[config.mk]
export PLATFORM = sky130hd
export DESIGN_NAME = mst_timer
export DESIGN_NICKNAME = d
export VERILOG_FILES = /design/src/hdl/mst_pkg.sv /design/src/hdl/mst_prescaler.sv /design/src/hdl/mst_timer.sv
export SDC_FILE = /design/constraint.sdc
export NUM_CORES = 1
export LEC_CHECK = 0
export BUFFER_PORTS_ARGS = -buffer_cell sky130_fd_sc_hd__buf_2
export CELL_PAD_IN_SITES_DETAIL_PLACEMENT = 0
export CELL_PAD_IN_SITES_GLOBAL_PLACEMENT = 1
export CORE_MARGIN = 2
export CORE_UTILIZATION = 30
export DETAILED_ROUTE_END_ITERATION = 10
export PLACE_DENSITY_LB_ADDON = 0.1
export SETUP_SLACK_MARGIN = 0.4
export SLEW_MARGIN = 20
export SYNTH_ARGS = -nofsm -noshare
export SYNTH_HDL_FRONTEND = slang
export SYNTH_SLANG_ARGS = --single-unit
[constraint.sdc]
create_clock -name clock -period 5.5 [get_ports clock]
set_clock_uncertainty 0.1 [all_clocks]
set_input_delay 0.825 -clock clock [delete_from_list [all_inputs] [get_ports clock]]
set_output_delay 0.825 -clock clock [all_outputs]
set_load 0.02 [all_outputs]
[src/hdl/mst_pkg.sv]
// Notes on behaviour
// - the slot count is eight bits and drops by one on each prescaler edge
// - the expiry flag is set when the slot count counts down to zero
// - with tick_gen_mode clear the count holds at zero instead of wrapping
// - with tick_gen_mode set the count wraps from zero to all ones
// - with the interrupt enable set, the irq flag pulses as the expiry flag sets
// - an interrupt request needs both the local and the cpu side enable
// - a write to the count register loads the counter at once
// - a count write on a prescaler edge stores the written value minus one
// - the 18-bit prescaler counts up to a top set by its upper eight bits
// - the rate field makes a slot last prescale value times 64, 128, 256 or 1024 ticks
// - every timer event is aligned to the system tick pulse
// - the expiry dma trigger pulses whenever the expiry flag is set
// - waking from deep sleep returns all three registers to reset
// - writing one to the expiry flag leaves it unchanged
// - without free running, the prescaler runs only while the count is nonzero, from null
// - in free running mode the prescaler runs always, starting from null when set while the count is zero
// - a prescale value of zero counts as a multiplier of 256
package mst_pkg;

	// ==================================================
	// register addresses on the special function bus
	localparam logic [7:0] SLOT_COUNT_ADDR   = 8'h9C;
	localparam logic [7:0] PRESCALE_MAX_ADDR = 8'h9D;
	localparam logic [7:0] SLOT_CTL_ADDR     = 8'h9E;

	// ==================================================
	// values after reset
	localparam logic [7:0] SLOT_COUNT_RESET   = 8'h00;
	localparam logic [7:0] PRESCALE_MAX_RESET = 8'h00;
	localparam logic [7:0] SLOT_CTL_RESET     = 8'h00;
	localparam logic [7:0] READ_UNMAPPED      = 8'h00;

	// ==================================================
	// control field positions
	localparam int EXPIRY_BIT   = 6;
	localparam int INT_EN_BIT   = 4;
	localparam int TICK_GEN_BIT = 2;

	// ==================================================
	// prescaler shape
	localparam int PRESCALE_WIDTH = 18;
	localparam int PRESCALE_SHIFT = 10;
	localparam logic [18:0] PRESCALE_FULL = 19'h4_0000;
	localparam logic [7:0] COUNT_ONE  = 8'h01;
	localparam logic [7:0] COUNT_ZERO = 8'h00;
	localparam logic [7:0] COUNT_WRAP = 8'hFF;

	// control register layout, reserved bits kept at zero
	typedef struct packed {
		logic       reserved7;
		logic       expiry;
		logic       reserved5;
		logic       intEnable;
		logic       reserved3;
		logic       tickGenMode;
		logic [1:0] prescaleRate;
	} mst_ctl_type;

	// one access from the core
	typedef struct packed {
		logic [7:0] addr;
		logic       wr;
		logic       rd;
		logic [7:0] wdata;
	} mst_sfr_req_type;

	// which register an address hits
	typedef struct packed {
		logic ctl;
		logic pre;
		logic cnt;
	} mst_sel_type;

	// address decode shared by reads and writes
	function automatic mst_sel_type mst_decode(input logic [7:0] addr);
		mst_sel_type sel;
		sel.ctl = (addr == SLOT_CTL_ADDR);
		sel.pre = (addr == PRESCALE_MAX_ADDR);
		sel.cnt = (addr == SLOT_COUNT_ADDR);
		return sel;
	endfunction : mst_decode

	// prescaler increment per tick: 1024 / multiplier
	function automatic logic [17:0] mst_step(input logic [1:0] rate);
		logic [17:0] step;
		step = 18'h0_0001;
		case (rate)
			2'b00: step = 18'h0_0010; // 64
			2'b01: step = 18'h0_0008; // 128
			2'b10: step = 18'h0_0004; // 256
			2'b11: step = 18'h0_0001; // 1024
			default: step = 18'h0_0001;
		endcase
		return step;
	endfunction : mst_step

endpackage : mst_pkg

[src/hdl/mst_prescaler.sv]
`timescale 1ns/1ps
`default_nettype none
module mst_prescaler #(
	parameter int WIDTH = 18
) (
	input  wire logic       clock,
	input  wire logic       rst,
	input  wire logic       hold,
	input  wire logic       tickPulse,
	input  wire logic [1:0] prescaleRate,
	input  wire logic [7:0] prescaleMax,
	output logic            activeEdge
);
	import mst_pkg::*;

	logic [WIDTH-1:0] count;
	logic [WIDTH:0]   sum;
	logic [WIDTH:0]   top;

	// top of count: upper eight bits from the register, zero means 256
	always_comb
	begin
		sum = {1'b0, count} + (WIDTH + 1)'(mst_step(prescaleRate));
		if (prescaleMax == 8'h00)
			top = (WIDTH + 1)'(PRESCALE_FULL);
		else
			top = (WIDTH + 1)'({prescaleMax, {PRESCALE_SHIFT{1'b0}}});
	end

	// counts on ticks only, restarts from null when held
	always_ff @(posedge clock)
	begin
		if (rst || hold)
		begin
			count      <= '0;
			activeEdge <= 1'b0;
		end
		else if (tickPulse)
		begin
			if (sum >= top)
			begin
				count      <= '0;
				activeEdge <= 1'b1;
			end
			else
			begin
				count      <= sum[WIDTH-1:0];
				activeEdge <= 1'b0;
			end
		end
		else
			activeEdge <= 1'b0;
	end

endmodule : mst_prescaler
`default_nettype wire

[src/hdl/mst_timer.sv]
`timescale 1ns/1ps
`default_nettype none
module mst_timer (
	input  wire logic                     clock,
	input  wire logic                     rst,
	input  wire logic                     deepSleepWake,
	input  wire logic                     tickPulse,
	input  wire mst_pkg::mst_sfr_req_type sfrReq,
	output logic [7:0]                    sfrRdata,
	input  wire logic                     slotIrqCpuEnable,
	output logic                          slotIrqFlag,
	output logic                          irqRequest,
	output logic                          expiryDmaTrigger
);
	import mst_pkg::*;

	// ==================================================
	// state

	mst_ctl_type ctl;
	logic [7:0]  slotCount;
	logic [7:0]  prescaleMax;
	logic [7:0]  next_slotCount;
	logic        resetAll;
	logic        activeEdge;
	logic        tickRun;
	logic        expiryEvent;
	mst_sel_type sel;
	logic        wrCtl;
	logic        wrPre;
	logic        wrCnt;

	// ==================================================
	// decode and common terms

	// wake from deep sleep acts like a reset of the registers
	assign resetAll = rst || deepSleepWake;

	// address decode of the current access
	assign sel   = mst_decode(sfrReq.addr);
	assign wrCtl = sfrReq.wr && sel.ctl;
	assign wrPre = sfrReq.wr && sel.pre;
	assign wrCnt = sfrReq.wr && sel.cnt;

	// prescaler runs while counting or free running
	assign tickRun = ctl.tickGenMode || (slotCount != COUNT_ZERO);

	// ==================================================
	// prescaler

	// held in its null state whenever the tick generator is stopped
	mst_prescaler #(
		.WIDTH        (PRESCALE_WIDTH)
	) prescaler (
		.clock        (clock),
		.rst          (resetAll),
		.hold         (!tickRun),
		.tickPulse    (tickPulse),
		.prescaleRate (ctl.prescaleRate),
		.prescaleMax  (prescaleMax),
		.activeEdge   (activeEdge)
	);

	// ==================================================
	// slot counter

	// next count from a write, an edge, or both
	always_comb
	begin
		next_slotCount = slotCount;
		expiryEvent    = 1'b0;
		if (wrCnt)
		begin
			if (activeEdge)
			begin
				next_slotCount = sfrReq.wdata - COUNT_ONE;
				expiryEvent    = (sfrReq.wdata == COUNT_ONE);
			end
			else
				next_slotCount = sfrReq.wdata;
		end
		else if (activeEdge)
		begin
			if (slotCount == COUNT_ZERO)
			begin
				if (ctl.tickGenMode)
					next_slotCount = COUNT_WRAP;
				else
					next_slotCount = COUNT_ZERO;
			end
			else
			begin
				next_slotCount = slotCount - COUNT_ONE;
				expiryEvent    = (slotCount == COUNT_ONE);
			end
		end
	end

	// count register
	always_ff @(posedge clock)
	begin
		if (resetAll)
			slotCount <= SLOT_COUNT_RESET;
		else
			slotCount <= next_slotCount;
	end

	// ==================================================
	// control and prescale registers

	// prescale multiplier register
	always_ff @(posedge clock)
	begin
		if (resetAll)
			prescaleMax <= PRESCALE_MAX_RESET;
		else if (wrPre)
			prescaleMax <= sfrReq.wdata;
	end

	// writable control fields, reserved bits always zero, expiry set wins over a clearing write
	always_ff @(posedge clock)
	begin
		if (resetAll)
		begin
			ctl.reserved7    <= SLOT_CTL_RESET[7];
			ctl.expiry       <= SLOT_CTL_RESET[EXPIRY_BIT];
			ctl.reserved5    <= SLOT_CTL_RESET[5];
			ctl.reserved3    <= SLOT_CTL_RESET[3];
			ctl.intEnable    <= SLOT_CTL_RESET[INT_EN_BIT];
			ctl.tickGenMode  <= SLOT_CTL_RESET[TICK_GEN_BIT];
			ctl.prescaleRate <= SLOT_CTL_RESET[1:0];
		end
		else
		begin
			ctl.reserved7 <= 1'b0;
			ctl.reserved5 <= 1'b0;
			ctl.reserved3 <= 1'b0;
			if (wrCtl)
			begin
				ctl.intEnable    <= sfrReq.wdata[INT_EN_BIT];
				ctl.tickGenMode  <= sfrReq.wdata[TICK_GEN_BIT];
				ctl.prescaleRate <= sfrReq.wdata[1:0];
			end
			if (expiryEvent)
				ctl.expiry <= 1'b1;
			else if (wrCtl && !sfrReq.wdata[EXPIRY_BIT])
				ctl.expiry <= 1'b0;
			else
				ctl.expiry <= ctl.expiry;
		end
	end

	// ==================================================
	// event outputs

	// one-cycle pulses in the cycle the expiry flag shows set
	always_ff @(posedge clock)
	begin
		if (resetAll)
		begin
			slotIrqFlag      <= 1'b0;
			irqRequest       <= 1'b0;
			expiryDmaTrigger <= 1'b0;
		end
		else
		begin
			slotIrqFlag      <= expiryEvent && ctl.intEnable;
			irqRequest       <= expiryEvent && ctl.intEnable && slotIrqCpuEnable;
			expiryDmaTrigger <= expiryEvent;
		end
	end

	// ==================================================
	// read port

	// registered read data, unmapped addresses read zero
	always_ff @(posedge clock)
	begin
		if (rst)
			sfrRdata <= READ_UNMAPPED;
		else if (sfrReq.rd)
		begin
			if (sel.ctl)
				sfrRdata <= ctl;
			else if (sel.pre)
				sfrRdata <= prescaleMax;
			else if (sel.cnt)
				sfrRdata <= slotCount;
			else
				sfrRdata <= READ_UNMAPPED;
		end
	end
endmodule : mst_timer
`default_nettype wire

* Yosys cells after proc, flatten, opt, wreduce, memory -nomap -nowiden
Index checks and enable logic that the tools add are counted.
Cells by class: eq/ne operators 8, bitwise logic cells 1, reduce and logical (&&, ||, !) cells 18, add/subtract/negate cells 3, magnitude comparators 1, mux-type cells 18
Operator list (count):
- 18-bit case mux with 4 select lines | 1
- 8-bit 2-to-1 mux | 8
- 8-bit == test (second input constant) | 3
- 18-bit by 18-bit adder with 19-bit output | 1
- 19-bit >= comparator | 1
- 19-bit 2-to-1 mux | 1
- 18-bit 2-to-1 mux | 1
- 8-bit by 1-bit == test with 1-bit output (second input constant) | 2
- 8-bit zero test | 2
- 8-bit by 1-bit subtractor with 8-bit output (second input constant) | 2
- 8-bit nonzero test | 1
- 1-bit 2-to-1 mux | 7
- 1-bit logical AND | 6
- 2-bit == test (second input constant) | 2
- 2-bit nonzero test | 2
- 1-bit logical OR | 3
- 2-bit by 1-bit == test with 1-bit output (second input constant) | 1
- 1-bit zero test | 2
- 2-bit zero test | 1
- 2-bit OR reduction | 1
- 1-bit inverter | 1
Word-level totals: input port bits 23, register bits 54, output and inout bits 11, word-level logic and storage cells 64

* Longest topological paths before layout
depth in word-level cells 6, gate-level depth with buffers 16, mapped depth without buffers 15

* Cells and area by module
A second synthesis with hierarchy kept.
Second synthesis, totals: cell total of the unflattened synthesis 418, area, all modules 3583.4 um^2
Modules (own cells, without submodules):
- mst_timer | cells each 221, sequential area each 640.6 um^2, area an instance 1971.9 um^2, times used 1
- mst_prescaler | cells each 197, sequential area each 380.4 um^2, area an instance 1611.5 um^2, times used 1

* Worst setup path before layout
No wires, ideal clock.
path kind register -> register, start point reg, netlist name ctl[0], end point reg prescaler.count[16], arrival 3249 ps, setup time 75 ps, required time 5325 ps, slack 2077 ps, stages on the path, launching flop included 16, clock period less this slack 3423 ps, path buffers 1, cells stage by stage dfxtp_1 nor2b_1 ha_1 nand2_1 o211ai_2 and2_1 clkbuf_1 nand3_1 xnor2_1 ha_1 and4_1 a21boi_0 o22ai_1 o21ai_2 a211o_1 o22ai_1
On the way: longest elaborated chain between the ends 5, elaborated cells on any way between the ends 8, classes of those cells 1 x add/sub; 1 x order compare; 3 x eq/ne; 2 x mux; 1 x reduce/logical
RTL lines:
- 2-bit == test, or another cell as far along | line mst_pkg.sv:88 | case (rate)
- 18-bit case mux with 4 select lines * | line mst_pkg.sv:88
- 18-bit by 18-bit adder with 19-bit output * | line mst_prescaler.sv:23 | sum = {1'b0, count} + (WIDTH + 1)'(mst_step(prescaleRate));
- 19-bit >= comparator | line mst_prescaler.sv:40 | if (sum >= top)
- 18-bit 2-to-1 mux * | line mst_prescaler.sv:40
- to (signal assigned) | line mst_prescaler.sv:47 | count <= sum[WIDTH-1:0];
- to (decl) | line mst_prescaler.sv:16 | logic [WIDTH-1:0] count;
Mark *: on every way between the ends. The rest lies on a longest branch, timed or not. The select of a mux whose other input is x is not followed. A chain may end at the register's enable or synchronous reset.

* Final worst setup path
start point reg, netlist name ctl[1], end point reg prescaler.count[16]
On the way: longest elaborated chain between the ends 5, elaborated cells on any way between the ends 8, classes of those cells 1 x add/sub; 1 x order compare; 3 x eq/ne; 2 x mux; 1 x reduce/logical
RTL lines (line):
- 2-bit == test, or another cell as far along | mst_pkg.sv:88
- 18-bit case mux with 4 select lines * | mst_pkg.sv:88
- 18-bit by 18-bit adder with 19-bit output * | mst_prescaler.sv:23
- 19-bit >= comparator | mst_prescaler.sv:40
- 18-bit 2-to-1 mux * | mst_prescaler.sv:40
Marked as above.

==> qor.yml <==
areaGrowthSynthToFinish_pct: 11.5
r2r_slack_ps: 1410
critical_path.startpoint_type: "flip-flop"
synth_top_cells_by_area: "sky130_fd_sc_hd__dfxtp_1 31%, sky130_fd_sc_hd__ha_1 7.2%, sky130_fd_sc_hd__mux2i_1 5.1%"
min_to: "sfrRdata[5]"
number_of_antenna_violations_at_the_first_check_in_global_routing: 0
relative_slew_slack_pct: 53.3
seqCellArea_um2: 1020
report.final.setup_viol: 0
layout-drive-gt1-share_pct: 13.5
synth-async-reset-ratio_pct: 0
grt_setup_unrepaired: "no"
synth.yosys.seq_area_share_pct: 30.8
nets: 463
track_usage_pct: 16.8
post_synth_inst_count: 399
synthDominantAreaCellType: "sky130_fd_sc_hd__dfxtp_1"
tightestPinTransition_ps: 691
first_pass_grt_wire_length_um: 15300
tritoncts: "yes"
finalHoldViolations: 0
ctsResizeCount: 0
reg_to_reg_startpoint: "ctl[1]"
ys.flop_type: "sky130_fd_sc_hd__dfxtp_1"
synth_fp_nets: 441
die_area_um2: 11900
die_w_um: 109
synth.lib_cells_used.distinct: 60
grt_start_max_net_pins: 22
power.switching_fraction_pct: 22.8
final.min_clock_period_ps: 4090
setup.worst_path.class: "flip-flop to flip-flop"
cellLeakagePower_nw: 1.46
clockPowerShare_pct: 41.0
p_per_area_nw_per_um2: 185
drt-wirelength-per-cell_um: 16.8
clockRootBuffer: "sky130_fd_sc_hd__clkbuf_8"
synth-edff-count: 0
route.antenna.remaining_nets: 0
power.net_switching_mw: 0.156
dp_hpwl_um: 7230
dieHeight_um: 109
insertion_delay_ps: 310
final_util_pct: 34.2
row_count: 38
report.final.slew_viol_count: 0
dr_total_vias: 2916
timing.critical_path.fanout_max: 10
share_comb_of_total_power_pct: 5.2
setup-tns-final_ps: 0
worstReg2RegEnd: "prescaler.count[16]"
share_of_yosys_cell_area_claimed_by_the_top_area_cell_type_pct: 30.8
initial_core_util_pct: 30.7
power_internal_mw: 0.529
data_arrival_time_of_the_critical_path_ps: 4230
synth.ff_latch_count: 51
floorplan.io_pins: 34
place.gp.congestion: 0.763
outcome: "complete, no violations"
yosys_warnings: 0
synth.cell_area_um2: 3310
ir_drop_mv: 0.0968
coreArea_um2: 10800
cts_buffers: 5
port-buffer-count: 33
critical_path_data_required_time_ps: 5640
multi_input_comb_area_um2: 2160
end_kind: "flip-flop"
clkTransAtPathRegs_ps: 100
drt_drc_violations_left: 0
iteration_0_drc_count_of_the_detailed_router: 162
grt.overflow.total: 0
vias_per_cell: 5.19
max_freq_mhz: 244
max-cap-violations: 0
antenna_cells: 0
power_mw: 0.685
reg2reg_depth: 15
holdBufCountCts: 0
worst_hold_path.num_cells: 2
grt_pass1_vias: 2837
detail_route.wirelength_um: 9420
ctsHtreeMaxLevel: 2
seq_power_share_pct: 53.9
maximum_clock_path_buffer_count: 2
cp-startpoint: "ctl[1]"
post-route-period-util_pct: 74.4
post-cts-setup-buffer-count: 0
post_synth.cell_area_avg_um2: 8.31
clock_sinks: 51
num-fill-cells: 1142
hp-start: "sfrRdata[5]"
min_path_type: "flip-flop to flip-flop"
drtPass1Iterations: 4
[area by class of cell]
type                       count  share of cell area (%)
clock inverter                 2                   0.948
sequential                    51                    27.6
inverter                      16                    1.63
tap                          140                    4.74
multi-input combinational    314                    58.3
timing repair buffer          33                    4.47
clock buffer                   6                    2.24
[cell usage after synthesis (2+ instances only)]
cell                       number
sky130_fd_sc_hd__dfxtp_1       51
sky130_fd_sc_hd__nor2_1        45
sky130_fd_sc_hd__nand2_1       29
sky130_fd_sc_hd__a21oi_1       23
sky130_fd_sc_hd__ha_1          19
sky130_fd_sc_hd__xnor2_1       18
sky130_fd_sc_hd__mux2i_1       17
sky130_fd_sc_hd__inv_1         16
sky130_fd_sc_hd__o21ai_0       16
sky130_fd_sc_hd__and3_1        14
sky130_fd_sc_hd__nand3_1       13
sky130_fd_sc_hd__clkbuf_1      12
sky130_fd_sc_hd__nor2b_1       10
sky130_fd_sc_hd__a211oi_1       9
sky130_fd_sc_hd__nor3_1         9
sky130_fd_sc_hd__xor2_1         8
sky130_fd_sc_hd__and2_1         7
sky130_fd_sc_hd__nor4_1         7
sky130_fd_sc_hd__nand4_1        6
sky130_fd_sc_hd__a32o_1         5
sky130_fd_sc_hd__o22ai_1        5
sky130_fd_sc_hd__and4b_1        4
sky130_fd_sc_hd__buf_2          4
sky130_fd_sc_hd__nand2b_1       4
sky130_fd_sc_hd__nand4b_1       3
sky130_fd_sc_hd__a211oi_2       2
sky130_fd_sc_hd__a21o_1         2
sky130_fd_sc_hd__a31oi_1        2
sky130_fd_sc_hd__and4_1         2
sky130_fd_sc_hd__mux2_2         2
sky130_fd_sc_hd__nand3b_1       2
sky130_fd_sc_hd__nor4b_2        2
sky130_fd_sc_hd__o211ai_1       2
sky130_fd_sc_hd__o21a_1         2
sky130_fd_sc_hd__or2_2          2
[worst max path at each step]
stage | end | slack (ps) | cells past startpoint
finish | prescaler.count[16] | 1410 | 15
global route | prescaler.count[16] | 1080 | 14
CTS | prescaler.count[16] | 1410 | 15
detailed placement | prescaler.count[16] | 1480 | 15
global placement | prescaler.count[16] | 1600 | 15
floorplan | prescaler.count[16] | 2080 | 15
[stage by stage]
| step | setup WS [ps] | instances | hold slack (ps) | cell area [um2] |
|---|---|---|---|---|
| after global routing | 1080 | 562 | 399 | 3690 |
| after detailed placement | 1480 | 554 | 356 | 3580 |
| after floorplan | 2080 | 399 | 332 | 3310 |
| final | 1410 | 562 | 367 | 3690 |
| after CTS | 1410 | 562 | 372 | 3690 |
| after global placement | 1600 | 554 | 355 | 3580 |
[cells by family (layout without fill, tap and decap cells)]
family | after synthesis | count (layout) | synth area share [%]
xor gates and xnor gates | 26 | 26 | 6.87
adders and majority gates | 19 | 19 | 7.17
buffers and inverters | 34 | 57 | 4.15
AOI/OAI and AO/OA | 83 | 83 | 17.5
and+or+nand+nor | 167 | 167 | 27.7
muxes | 19 | 19 | 5.81
DFF | 51 | 51 | 30.8
[registers in the layout, summed over array words and instances, names as in the netlist]
name	flops
expiryDmaTrigger	1
prescaler.activeEdge	1
ctl	5
slotIrqFlag	1
sfrRdata	8
prescaler.count	18
prescaleMax	8
irqRequest	1
slotCount	8
[per-layer routing]
metal / routed length (um) / vias up / GRT usage, %
met4: 76 / 0 / 3.30
met3: 388 / 8 / 2.45
met5: 0 / - / 0
met2: 3890 / 48 / 24.8
met1: 5070 / 1365 / 25.5
li1: - / 1495 / -
[cell usage in the layout, fill, tap and decap left out, drive strengths merged, types with 3 or more instances in the layout]
cell / count
mux2i: 17
buf: 33
nand2b: 4
and4b: 4
nand3: 13
and2: 7
nand4b: 3
o22ai: 5
nor4: 9
nor4b: 3
clkbuf: 6
a21oi: 23
o21ai: 18
nand2: 29
inv: 16
nand4: 6
xnor2: 18
a211oi: 11
a32o: 5
xor2: 8
ha: 19
and3: 14
nor2b: 10
o211ai: 3
nor2: 45
nor3: 9
dfxtp: 51
[power by group through the flow]
| stage | registers, mW | clock network, mW | logic, mW |
|---|---|---|---|
| 6_report | 0.369 | 0.281 | 0.0353 |
| 5_1_grt | 0.369 | 0.307 | 0.0395 |
| 4_1_cts | 0.369 | 0.297 | 0.0358 |
| 3_5_place_dp | 0.378 | 0 | 0.0357 |
| 3_3_place_gp | 0.378 | 0 | 0.0357 |
| 2_1_floorplan | 0.378 | 0 | 0.0180 |
[worst max-delay path: stages, from the launching register on]
cell                       delay [ps]
sky130_fd_sc_hd__dfxtp_1          420
sky130_fd_sc_hd__and2_1           150
sky130_fd_sc_hd__ha_1             190
sky130_fd_sc_hd__ha_1             230
sky130_fd_sc_hd__a21oi_1          100
sky130_fd_sc_hd__o21ai_0          330
sky130_fd_sc_hd__and3_1           300
sky130_fd_sc_hd__and3_1           230
sky130_fd_sc_hd__xnor2_1          140
sky130_fd_sc_hd__ha_1             260
sky130_fd_sc_hd__and4_1           230
sky130_fd_sc_hd__a21boi_0         130
sky130_fd_sc_hd__o22ai_1          480
sky130_fd_sc_hd__o21ai_2          270
sky130_fd_sc_hd__a211o_1          340
sky130_fd_sc_hd__o22ai_1          110
No activity file was read; power rests on OpenSTA's default activity.
